File: config.mk
export PLATFORM = sky130hd
export DESIGN_NAME = tcm_timer
export DESIGN_NICKNAME = d
export VERILOG_FILES = /design/src/tcm_pkg.sv /design/src/tcm_timer.sv
export VERILOG_INCLUDE_DIRS = /design/src /design/src/src
export SDC_FILE = /design/constraint.sdc
export NUM_CORES = 1
export LEC_CHECK = 0
export BUFFER_PORTS_ARGS = -buffer_cell sky130_fd_sc_hd__clkbuf_2
export CAP_MARGIN = 30
export CORE_UTILIZATION = 35
export CTS_BUF_LIST = sky130_fd_sc_hd__clkbuf_4
export DETAILED_ROUTE_END_ITERATION = 8
export PLACE_DENSITY = 0.52
export SYNTH_ARGS = -nofsm -noshare
export SYNTH_HDL_FRONTEND = slang
export SYNTH_SLANG_ARGS = --single-unit
File: constraint.sdc
create_clock -name REF_CLK -period 8.65 [get_ports REF_CLK]
set_input_delay 0.4325 -clock REF_CLK [delete_from_list [all_inputs] [get_ports REF_CLK]]
set_output_delay 0.4325 -clock REF_CLK [all_outputs]
set_load 0.01 [all_outputs]
File: src/tcm_defines.svh
// Register indices, field positions, masks and reset values of the timer channel pair
`ifndef TCM_DEFINES_SVH
`define TCM_DEFINES_SVH
// ************************************************
// Register indices
// ************************************************
`define TCM_A_MODE0 4'h0
`define TCM_A_MODE1 4'h1
`define TCM_A_CMP0 4'h2
`define TCM_A_CMP1 4'h3
`define TCM_A_LVL 4'h4
`define TCM_A_OE 4'h5
`define TCM_A_START 4'h6
`define TCM_A_STOP 4'h7
`define TCM_A_EN 4'h8
`define TCM_A_PRE 4'h9
`define TCM_A_CNT0 4'hA
`define TCM_A_CNT1 4'hB
// ************************************************
// Mode register fields
// ************************************************
`define TCM_F_CKS_HI 15
`define TCM_F_CKS_LO 14
`define TCM_F_CCS 12
`define TCM_F_SPLIT 11
`define TCM_F_STS_HI 10
`define TCM_F_STS_LO 8
`define TCM_F_CIS_HI 7
`define TCM_F_CIS_LO 6
`define TCM_F_MD_HI 3
`define TCM_F_MD_LO 0
// ************************************************
// Masks and reset values
// ************************************************
`define TCM_MODE1_WMASK 16'hDFCF
`define TCM_MODE0_WMASK 16'hD7CF
`define TCM_MASK8 16'h00FF
`define TCM_MASK16 16'hFFFF
`define TCM_RST16 16'h0000
`define TCM_PRE_FIELD_W 4
`endif

File: src/tcm_pkg.sv
// Types shared by the timer channel pair
package tcm_pkg;
	// Channel sequencer states
	typedef enum logic [2:0] {
		TCM_IDLE = 3'b001,
		TCM_WAIT = 3'b010,
		TCM_RUN = 3'b100
	} tcm_state_t;
	// Operation mode codes
	typedef enum logic [3:0] {
		TCM_MD_INT = 4'h0,
		TCM_MD_INT_SI = 4'h1,
		TCM_MD_CAP = 4'h4,
		TCM_MD_CAP_SI = 4'h5,
		TCM_MD_EVT = 4'h6,
		TCM_MD_ONE = 4'h8,
		TCM_MD_ONE_RT = 4'h9,
		TCM_MD_CAPONE = 4'hC
	} tcm_mode_t;
	// Start and capture trigger sources
	typedef enum logic [2:0] {
		TCM_TRG_SW = 3'h0,
		TCM_TRG_EDGE = 3'h1,
		TCM_TRG_BOTH = 3'h2,
		TCM_TRG_MASTER = 3'h4
	} tcm_trig_t;
endpackage

File: src/tcm_timer.sv
// Two-channel timer with mode, compare, output level and output enable control
// What this block does
// - Channel 1 split bit clear counts 16 bits, set counts 8 bits.
// - Trigger code zero: software start only, hardware triggers ignored.
// - Trigger code one: selected input edge starts and captures.
// - Trigger code two: both input edges start and capture.
// - Trigger code four: slave takes master interrupt; other codes forbidden.
// - Edge code 00 picks falling edge, 01 picks rising edge.
// - Edge codes 10 and 11 both react to both edges.
// - Mode 0000 interval without start interrupt, 0001 with one.
// - Mode 0100/0101 capture without/with start interrupt; 0110 event counter.
// - Mode 1000 one-count ignores retrigger; 1001 accepts retrigger.
// - Mode 1100 capture plus one-count; other mode codes forbidden.
// - Output level bit sets the pin level; bit n serves channel n.
// - Output disabled: counter leaves level alone, software writes drive it.
// - Output enabled: software level writes ignored, timer drives level.
// - Output enabled: pin shows the square wave or pulse of the timer.
// - Clock source bit picks prescaled clock or input valid edge.
// - Clock select 00,01,10,11 picks prescaled clock a,c,b,d.
// - Writing start bit sets enable status and enables counting.
//
// Our own choices: the address-and-strobe port and the register addresses.
`timescale 1ns/1ps
`default_nettype none
`include "tcm_defines.svh"

module tcm_timer #(
	parameter int PRE_W = 16
) (
	input wire logic REF_CLK,
	input wire logic RSTN,
	input wire logic [3:0] ADDR,
	input wire logic [15:0] WDATA,
	input wire logic WR,
	input wire logic RD,
	output logic [15:0] RDATA,
	input wire logic TIMER_INPUT_PIN_0,
	input wire logic TIMER_INPUT_PIN_1,
	output logic [1:0] TIMER_OUT,
	output logic [1:0] TIMER_INT
);
	import tcm_pkg::*;

	// ************************************************
	// Elaboration check
	// ************************************************
	if (PRE_W < 16 || PRE_W > 31) begin : g_chk
		$error("PRE_W must lie between 16 and 31");
	end

	// ************************************************
	// Shared state
	// ************************************************
	logic [15:0] mode [2];
	logic [15:0] cmp [2];
	logic [15:0] cnt [2];
	logic en [2];
	logic lvl [2];
	logic irq [2];
	logic pin_d [2];
	logic [1:0] pin;
	logic [1:0] toe;
	logic [15:0] pre_sel;
	logic [PRE_W-1:0] pre_cnt;
	logic [3:0] pre_en;

	assign pin = {TIMER_INPUT_PIN_1, TIMER_INPUT_PIN_0};

	// ************************************************
	// Prescaler
	// ************************************************
	// Free-running divider, four taps chosen by 4-bit exponents
	always_ff @(posedge REF_CLK) begin
		if (!RSTN) begin
			pre_cnt <= '0;
		end else begin
			pre_cnt <= pre_cnt + PRE_W'(1);
		end
	end

	// Tap k pulses once every 2**exponent cycles
	always_comb begin
		logic [PRE_W-1:0] m;
		m = '0;
		for (int k = 0; k < 4; k++) begin
			m = PRE_W'((32'h1 << pre_sel[k*`TCM_PRE_FIELD_W +: `TCM_PRE_FIELD_W]) - 32'h1);
			pre_en[k] = &(pre_cnt | ~m);
		end
	end

	// ************************************************
	// Shared control registers
	// ************************************************
	// Output enables and prescaler selection
	always_ff @(posedge REF_CLK) begin
		if (!RSTN) begin
			toe <= 2'h0;
			pre_sel <= `TCM_RST16;
		end else if (WR) begin
			if (ADDR == `TCM_A_OE) begin
				toe <= WDATA[1:0];
			end
			if (ADDR == `TCM_A_PRE) begin
				pre_sel <= WDATA;
			end
		end
	end

	// ************************************************
	// Channels
	// ************************************************
	for (genvar i = 0; i < 2; i++) begin : g_ch
		logic rise, fall, valid, hw_trig, tick, split, master, start, stop;
		logic [1:0] ck;
		logic [15:0] cmask, load, wmask;
		logic [3:0] a_mode, a_cmp;
		tcm_mode_t md;
		tcm_trig_t trg;
		tcm_state_t st;

		assign a_mode = (i == 0) ? `TCM_A_MODE0 : `TCM_A_MODE1;
		assign a_cmp = (i == 0) ? `TCM_A_CMP0 : `TCM_A_CMP1;
		assign wmask = (i == 0) ? `TCM_MODE0_WMASK : `TCM_MODE1_WMASK;
		assign split = (i == 1) && mode[i][`TCM_F_SPLIT];
		assign cmask = split ? `TCM_MASK8 : `TCM_MASK16;
		assign load = cmp[i] & cmask;
		assign md = tcm_mode_t'(mode[i][`TCM_F_MD_HI:`TCM_F_MD_LO]);
		assign trg = tcm_trig_t'(mode[i][`TCM_F_STS_HI:`TCM_F_STS_LO]);
		assign master = (i == 0) ? 1'b0 : irq[0];
		assign rise = pin[i] & ~pin_d[i];
		assign fall = ~pin[i] & pin_d[i];
		assign start = WR && (ADDR == `TCM_A_START) && WDATA[i];
		assign stop = WR && (ADDR == `TCM_A_STOP) && WDATA[i];
		assign ck = {mode[i][`TCM_F_CKS_LO], mode[i][`TCM_F_CKS_HI]};

		// Valid edge of the channel input
		always_comb begin
			if (mode[i][`TCM_F_CIS_HI]) begin
				valid = rise | fall;
			end else if (mode[i][`TCM_F_CIS_LO]) begin
				valid = rise;
			end else begin
				valid = fall;
			end
		end

		// Hardware start or capture trigger
		always_comb begin
			case (trg)
				TCM_TRG_SW: hw_trig = 1'b0;
				TCM_TRG_EDGE: hw_trig = valid;
				TCM_TRG_BOTH: hw_trig = rise | fall;
				TCM_TRG_MASTER: hw_trig = master;
				default: hw_trig = 1'b0;
			endcase
		end

		// Count clock: prescaled tap or input edge
		always_comb begin
			if (md == TCM_MD_EVT || mode[i][`TCM_F_CCS]) begin
				tick = valid;
			end else begin
				tick = pre_en[ck];
			end
		end

		// Input edge history
		always_ff @(posedge REF_CLK) begin
			if (!RSTN) begin
				pin_d[i] <= 1'b0;
			end else begin
				pin_d[i] <= pin[i];
			end
		end

		// Mode register
		always_ff @(posedge REF_CLK) begin
			if (!RSTN) begin
				mode[i] <= `TCM_RST16;
			end else if (WR && ADDR == a_mode) begin
				mode[i] <= WDATA & wmask;
			end
		end

		// Compare register; capture beats a software write
		always_ff @(posedge REF_CLK) begin
			if (!RSTN) begin
				cmp[i] <= `TCM_RST16;
			end else if (st == TCM_RUN && hw_trig &&
				(md == TCM_MD_CAP || md == TCM_MD_CAP_SI || md == TCM_MD_CAPONE)) begin
				cmp[i] <= cnt[i];
			end else if (WR && ADDR == a_cmp) begin
				cmp[i] <= WDATA;
			end
		end

		// Sequencer, counter, interrupt and output level
		always_ff @(posedge REF_CLK) begin
			if (!RSTN) begin
				st <= TCM_IDLE;
				en[i] <= 1'b0;
				cnt[i] <= `TCM_RST16;
				irq[i] <= 1'b0;
				lvl[i] <= 1'b0;
			end else begin
				irq[i] <= 1'b0;
				if (!toe[i] && WR && ADDR == `TCM_A_LVL) begin
					lvl[i] <= WDATA[i];
				end
				if (stop) begin
					st <= TCM_IDLE;
					en[i] <= 1'b0;
				end else begin
					case (st)
						TCM_IDLE: begin
							if (start) begin
								en[i] <= 1'b1;
								case (md)
									TCM_MD_INT, TCM_MD_INT_SI, TCM_MD_EVT: begin
										cnt[i] <= load;
										irq[i] <= md[0];
										st <= TCM_RUN;
									end
									TCM_MD_CAP, TCM_MD_CAP_SI: begin
										cnt[i] <= `TCM_RST16;
										irq[i] <= md[0];
										st <= TCM_RUN;
									end
									TCM_MD_ONE, TCM_MD_ONE_RT, TCM_MD_CAPONE: begin
										st <= TCM_WAIT;
									end
									default: begin
										st <= TCM_IDLE;
									end
								endcase
							end
						end
						TCM_WAIT: begin
							if (hw_trig || start) begin
								st <= TCM_RUN;
								if (md == TCM_MD_CAPONE) begin
									cnt[i] <= `TCM_RST16;
								end else begin
									cnt[i] <= load;
									if (toe[i]) begin
										lvl[i] <= 1'b1;
									end
								end
							end
						end
						TCM_RUN: begin
							case (md)
								TCM_MD_INT, TCM_MD_INT_SI, TCM_MD_EVT: begin
									if (start) begin
										cnt[i] <= load;
									end else if (tick) begin
										if (cnt[i] == `TCM_RST16) begin
											cnt[i] <= load;
											irq[i] <= 1'b1;
											if (toe[i]) begin
												lvl[i] <= ~lvl[i];
											end
										end else begin
											cnt[i] <= cnt[i] - 16'h1;
										end
									end
								end
								TCM_MD_CAP, TCM_MD_CAP_SI: begin
									if (hw_trig) begin
										cnt[i] <= `TCM_RST16;
										irq[i] <= 1'b1;
									end else if (tick) begin
										cnt[i] <= (cnt[i] + 16'h1) & cmask;
									end
								end
								TCM_MD_ONE, TCM_MD_ONE_RT: begin
									if ((hw_trig || start) && md == TCM_MD_ONE_RT) begin
										cnt[i] <= load;
									end else if (tick) begin
										if (cnt[i] == `TCM_RST16) begin
											irq[i] <= 1'b1;
											st <= TCM_WAIT;
											if (toe[i]) begin
												lvl[i] <= 1'b0;
											end
										end else begin
											cnt[i] <= cnt[i] - 16'h1;
										end
									end
								end
								TCM_MD_CAPONE: begin
									if (hw_trig) begin
										irq[i] <= 1'b1;
										st <= TCM_WAIT;
									end else if (tick) begin
										cnt[i] <= (cnt[i] + 16'h1) & cmask;
									end
								end
								default: begin
									st <= TCM_IDLE;
								end
							endcase
						end
						default: begin
							st <= TCM_IDLE;
						end
					endcase
				end
			end
		end

		assign TIMER_OUT[i] = lvl[i];
		assign TIMER_INT[i] = irq[i];
	end

	// ************************************************
	// Read port
	// ************************************************
	// Read data stand for the one cycle after the strobe
	always_ff @(posedge REF_CLK) begin
		if (!RSTN || !RD) begin
			RDATA <= 16'h0000;
		end else begin
			case (ADDR)
				`TCM_A_MODE0: RDATA <= mode[0];
				`TCM_A_MODE1: RDATA <= mode[1];
				`TCM_A_CMP0: RDATA <= cmp[0];
				`TCM_A_CMP1: RDATA <= cmp[1];
				`TCM_A_LVL: RDATA <= {14'h0000, lvl[1], lvl[0]};
				`TCM_A_OE: RDATA <= {14'h0000, toe};
				`TCM_A_EN: RDATA <= {14'h0000, en[1], en[0]};
				`TCM_A_PRE: RDATA <= pre_sel;
				`TCM_A_CNT0: RDATA <= cnt[0];
				`TCM_A_CNT1: RDATA <= cnt[1];
				default: RDATA <= 16'h0000;
			endcase
		end
	end
endmodule // tcm_timer
`default_nettype wire

==> flow_metrics.py, run 1 <==
metrics = {
    "run_status": {
        "status": "complete, no violations",
    },
    "floorplan": {
        "start_util_pct": 35.9,
        "core-area_mm2": 0.0309,
        "io_pins": 46,
        "row_count": 64,
        "fp.dieW_um": 180,
        "fp.dieArea_mm2": 0.0324,
        "die_height_um": 180,
    },
    "worst_setup_path": {
        "end_kind": "flip-flop",
        "critPathArrivalTime_ns": 5.46,
        "worstPathCellList": "nor2_1 -> nand3b_1 -> ha_1 -> nor4b_1 -> a31oi_1 -> a311oi_1 -> nor4_1 -> a21oi_1 -> o41ai_4 -> nand2_2 -> mux2i_1 -> a2111oi_1 -> a2111oi_2",
        "critPathKind": "flip-flop to flip-flop",
        "cp.required_ns": 8.98,
        "critPathMaxStageDelay_ns": 0.80,
        "cp_slowest_cell": "o41ai_4",
        "crit_fanout": 18,
        "start_kind": "flip-flop",
    },
    "synthesis": {
        "synth_top_area_share_pct": 24.6,
        "async_flop_share_pct": 0,
        "synth_area_leaders": "edfxtp_1 25%, dfxtp_1 11%, nand2_1 4.4%, nor2_1 4.2%, a22o_1 3.2%",
        "synth-main-ff-cell": "edfxtp_1",
        "ys_seq_area_share_pct": 35.6,
        "synth_nets": 1346,
        "synth_edf_count": 91,
        "yosysTopAreaCell": "edfxtp_1",
        "synth_warnings": 0,
        "yosys-top-cells-count": "131 x nand2_1, 123 x nor2_1, 91 x edfxtp_1",
        "syn_area_mm2": 0.0111,
        "synth_most_common_cell": "nand2_1",
        "syn_inst": 1307,
        "ys_seq_elements": 152,
        "synth_cell_types": 103,
        "postSynthAreaPerCell_um2": 8.49,
    },
    "clock_network": {
        "clockBufferDepth": 2,
        "clkLatencyLatePin_ns": 0.60,
        "cts_tree": "done",
        "path_clk_slew_ns": 0.15,
        "hold_buffers": 0,
        "cts-htree-levels": 4,
        "cts_sinks": 152,
        "postCtsResizedCells": 0,
        "post-cts-setup-buffers": 0,
        "clock_tree.root_cell": "clkbuf_4",
        "numCtsBuffers": 17,
    },
    "placed_design": {
        "dp_hpwl_um": 29500,
        "placed_cells": 1659,
        "gp_congestion": 0.889,
        "port_buffers": 45,
    },
    "global_route": {
        "grt_pass1_wl_um": 61200,
        "grt.overflow.total": 0,
        "met2_usage_pct": 37.2,
        "busiest_layer": "met2",
        "grt_pass1_vias": 9816,
        "grt_use_met3_pct": 4.85,
        "grt_max_degree": 42,
        "antenna_found_initial": 4,
        "grt_usage_pct": 24.6,
        "use_met1_pct": 34.9,
    },
    "sta": {
        "fin_skew_ns": 0.0370,
        "tightest_slew_ns": 0.964,
        "hold_ws_ns": 0.0969,
        "max_freq_ghz": 0.195,
        "finalCriticalPeriod_ns": 5.13,
        "relSlewSlack_pct": 35.5,
        "setup_viol": 0,
        "finalCritPeriodShare_pct": 59.2,
        "slew_viol_final": 0,
        "hold_viol_final": 0,
        "fin_tns_setup_ns": 0,
        "rsz0062_at_grt": "no",
    },
    "pwr": {
        "total_power_mw": 1.65,
        "power_density_mw_per_mm2": 140,
        "leakagePower_nw": 4.01,
        "vdd_drop_max_uv": 118,
    },
    "routing": {
        "via_per_inst": 6.39,
        "wl_um": 40300,
        "vias": 10812,
        "firstDrtPassIters": 7,
        "drc": 0,
        "ant_nets": 0,
        "drt_iter0_markers": 1510,
        "wire_per_inst_um": 23.8,
    },
    "layout": {
        "drive_gt1_share_pct": 10.5,
        "final_cells": 1693,
        "fin_nets": 1321,
        "syn2layout_area_growth_pct": 6.32,
    },
    "run": {
        "max_cap_violations": 0,
    },
    "worst_hold_path": {
        "holdCritPathClass": "primary input to flip-flop",
    },
}
state kept, by name, indices dropped and copies added (netlist names):
name / cells
g_ch.st: 6
lvl: 2
cmp: 32
irq: 2
cnt: 32
mode: 25
pin_d: 2
toe: 2
pre_cnt: 15
en: 2
pre_sel: 16
RDATA: 16
layout make-up:
cell class	instances	area, um2
diodes	2	5.00
clock buffers	20	150
clock inverters	12	174
fillers	3224	19100
inverters	41	156
multi-input cells	1006	6480
flip-flops and latches	152	3950
well taps	396	495
repair buffers	64	375
through the flow:
| stage | worst slack, ns | area (um2) | utilization (%) |
|---|---|---|---|
| global placement | 3.70 | 11400 | 37.0 |
| finish | 3.52 | 11800 | 38.2 |
| floorplan | 3.34 | 11100 | - |
| detailed placement | 3.56 | 11500 | 37.1 |
| global route | 3.05 | 11800 | 38.1 |
| CTS | 3.56 | 11800 | 38.1 |
metal layers:
layer | routed length [um] | vias up
met5 | 0 | -
met4 | 979 | 0
met3 | 3650 | 71
met2 | 17700 | 582
met1 | 18000 | 5261
li1 | - | 4898
worst max-delay path: cells and delay by family, from the launching register on:
family / cells / cell delay [ns]
compound gates: 6 / 1.95
simple gates: 5 / 1.43
flops: 1 / 0.71
fa+ha+maj: 1 / 0.54
mux: 1 / 0.23
worst paths after layout:
check | from | to | slack (ns) | cells past startpoint
max | pre_sel[14]$_SDFFE_PN0P_ | cnt[1][3]$_SDFFCE_PN0P_ | 3.52 | 13
min | TIMER_INPUT_PIN_1 | pin_d[1]$_DFF_P_ | 0.1 | 3
max reg2reg | pre_sel[14]$_SDFFE_PN0P_ | cnt[1][3]$_SDFFCE_PN0P_ | 3.52 | 13
min reg2reg | g_ch[1].st[1]$_SDFFE_PP0P_ | g_ch[1].st[1]$_SDFFE_PP0P_ | 0.50 | 2
power by group:
part           total (mW)  switching (mW)  internal [mW]
clock               0.531           0.291          0.240
sequential          0.866          0.0642          0.802
combinational       0.255           0.165         0.0903
layout by cell type (no fill, tap or decap), types with 28 or more instances in the layout:
cell,netlist,final
nand3_1,44,44
nor3_1,46,43
clkbuf_2,0,45
nor2_1,123,123
inv_1,40,40
a22oi_1,38,38
nand2_1,131,131
and2_1,37,37
a22o_1,40,40
xor2_1,28,28
edfxtp_1,91,91
nand2b_1,33,33
dfxtp_1,61,61
a21oi_1,63,63
o21ai_0,45,45
cells by family after synthesis:
family,Yosys count,synth area share (%)
compound gates,379,25.9
simple gates,543,24.9
buf+inv,149,6.17
flops,152,35.6
xor+xnor,49,3.87
fa+ha+maj,13,1.47
mux,22,2.04
Note: power is estimated with default switching activity, not from simulation.
==> inputs of run 2 (changes only) <==
- PLACE_DENSITY: 0.52 -> 0.54
- clock period: 8.65 -> 4.7 ns (I/O delays scaled with it)
==> flow_metrics.py, run 2 (synthesis gave the netlist of run 1 again) <==
metrics = {
    "worst_hold_path": {
        "min_delay_path_depth": 2,
        "holdCritPathClass": "primary input to flip-flop",
        "min-delay-start": "WDATA[2]",
    },
    "floorplan": {
        "die_height_um": 180,
        "fp.dieW_um": 180,
        "row_count": 64,
        "start_util_pct": 35.9,
        "fp.dieArea_mm2": 0.0324,
        "core-area_mm2": 0.0309,
        "io_pins": 46,
    },
    "clock_network": {
        "post-cts-setup-buffers": 0,
        "cts_sinks": 152,
        "clockBufferDepth": 2,
        "numCtsBuffers": 17,
        "path_clk_slew_ns": 0.18,
        "cts_tree": "done",
        "postCtsResizedCells": 0,
        "clkLatencyLatePin_ns": 0.63,
        "cts-htree-levels": 4,
        "clock_tree.root_cell": "clkbuf_4",
    },
    "routing": {
        "via_per_inst": 6.23,
        "vias": 10865,
        "wire_per_inst_um": 23.2,
        "drt_iter0_markers": 1412,
        "ant_nets": 0,
        "wl_um": 40400,
        "drc": 0,
        "firstDrtPassIters": 8,
    },
    "worst_setup_path": {
        "end_kind": "flip-flop",
        "cp_slowest_cell": "or3_1",
        "worstPathCellList": "or2_2 -> or3_1 -> ha_1 -> buf_4 -> nand2_1 -> a211oi_1 -> or4_1 -> nor4_2 -> a211oi_2 -> o41ai_4 -> buf_12 -> a21oi_4 -> or3_1 -> o32ai_1",
        "critPathMaxStageDelay_ns": 0.59,
        "cp.required_ns": 5.11,
        "crit_fanout": 14,
        "ff2ff_path_depth": 14,
        "cpMostUsedCell": "or3_1",
        "start_kind": "flip-flop",
        "critPathKind": "flip-flop to flip-flop",
        "critPathArrivalTime_ns": 4.80,
        "cp-startpoint": "pre_sel[2]$_SDFFE_PN0P_",
        "rr_startpoint": "pre_sel[2]$_SDFFE_PN0P_",
    },
    "placed_design": {
        "port_buffers": 45,
        "gp_congestion": 0.967,
        "dp_hpwl_um": 29600,
        "placed_area_mm2": 0.0118,
    },
    "global_route": {
        "grt_usage_pct": 24.8,
        "grt_pass1_vias": 10249,
        "grt_max_degree": 36,
        "grt.overflow.total": 0,
        "grt_pass1_wl_um": 62400,
        "antenna_found_initial": 2,
    },
    "sta": {
        "fin_tns_setup_ns": 0,
        "tightest_slew_ns": 1.08,
        "rsz0062_at_grt": "no",
        "fin_skew_ns": 0.0405,
        "finalCritPeriodShare_pct": 93.6,
        "max_freq_ghz": 0.227,
        "relSlewSlack_pct": 27.2,
        "hold_viol_final": 0,
        "finalCriticalPeriod_ns": 4.40,
        "setup_viol": 0,
        "slew_viol_final": 0,
    },
    "layout": {
        "mostFrequentLayoutCells": "131 x nand2_1, 123 x nor2_1, 91 x edfxtp_1",
        "stdcell_area_mm2": 0.0122,
        "final_common_cell": "nand2_1",
        "largestRegisters": "cmp (32), cnt (32), mode (25)",
        "utilization_pct": 39.5,
        "fin_nets": 1373,
        "syn2layout_area_growth_pct": 9.98,
        "drive_gt1_share_pct": 12.9,
    },
    "pwr": {
        "power_density_mw_per_mm2": 244,
        "vdd_drop_max_uv": 294,
        "total_power_mw": 2.98,
        "leakagePower_nw": 4.23,
    },
    "run": {
        "max_cap_violations": 0,
    },
    "run_status": {
        "status": "complete, no violations",
    },
}
[run 2: cell count changes in the layout (fill, tap and decap cells not counted), sizes merged, moves of 2 or more]
cell / change
dlygate4sd3: +15
clkinvlp: +2
inv: +6
buf: +37
clkinv: -2
clkbuf: -3
bufinv: -3
[run 2: final cells by class]
cell class | count | area [um2]
Multi-Input combinational cell | 1007 | 6490
Clock buffer | 17 | 128
Clock inverter | 15 | 155
Inverter | 41 | 156
Fill cell | 3175 | 18700
Tap cell | 396 | 495
Sequential cell | 152 | 3950
Antenna cell | 1 | 2.50
Timing Repair Buffer | 115 | 813
[run 2: repair_timing]
item | 4_1_cts | 5_1_grt
setup endpoints to repair | 0 | 16
hold endpoints to repair | 28 | 0
hold buffers | 15 | 0
[run 2: metrics by stage]
stage / instances / hold WS (ns) / setup slack (ns)
after floorplan: 1307 / 0.364 / 0.0726
after global placement: 1693 / 0.472 / 0.431
after detailed placement: 1695 / 0.475 / 0.349
after CTS: 1742 / 0.0192 / 0.285
after global routing: 1744 / 0.0199 / 0.0958
final: 1744 / 0.0635 / 0.302
[run 2: final timing paths]
path	end	slack [ns]
hold reg to reg	g_ch[1].st[1]$_SDFFE_PP0P_	0.50
setup / recovery	cnt[1][11]$_SDFFCE_PN0P_	0.30
hold / removal	mode[1][2]$_SDFFCE_PN0P_	0.06
setup reg to reg	cnt[1][11]$_SDFFCE_PN0P_	0.30
[run 2: worst max-delay path, delay by kind of cell (launching register included)]
kind / cells / cell delay, ns
AO/OA/AOI/OAI: 5 / 1.10
flip-flops: 1 / 0.33
buffers and inverters: 2 / 0.36
adder cells (fa/ha/maj): 1 / 0.22
AND/OR/NAND/NOR: 6 / 2.20
[run 2: metal layers]
metal / global-route usage (%) / vias up / part of all wire [%]
li1: - / 5014 / -
met3: 4.63 / 87 / 8.3
met5: 0 / - / 0
met4: 9.06 / 0 / 2.9
met1: 35.5 / 5207 / 46
met2: 37.1 / 557 / 43
[run 2: power breakdown]
group          internal, mW  total [mW]  switching, mW  leakage [nW]
clock network         0.283       0.886          0.603         0.151
registers              1.48        1.58          0.104          1.42
logic                 0.193       0.516          0.323          2.67
total                  1.95        2.98           1.03          4.23
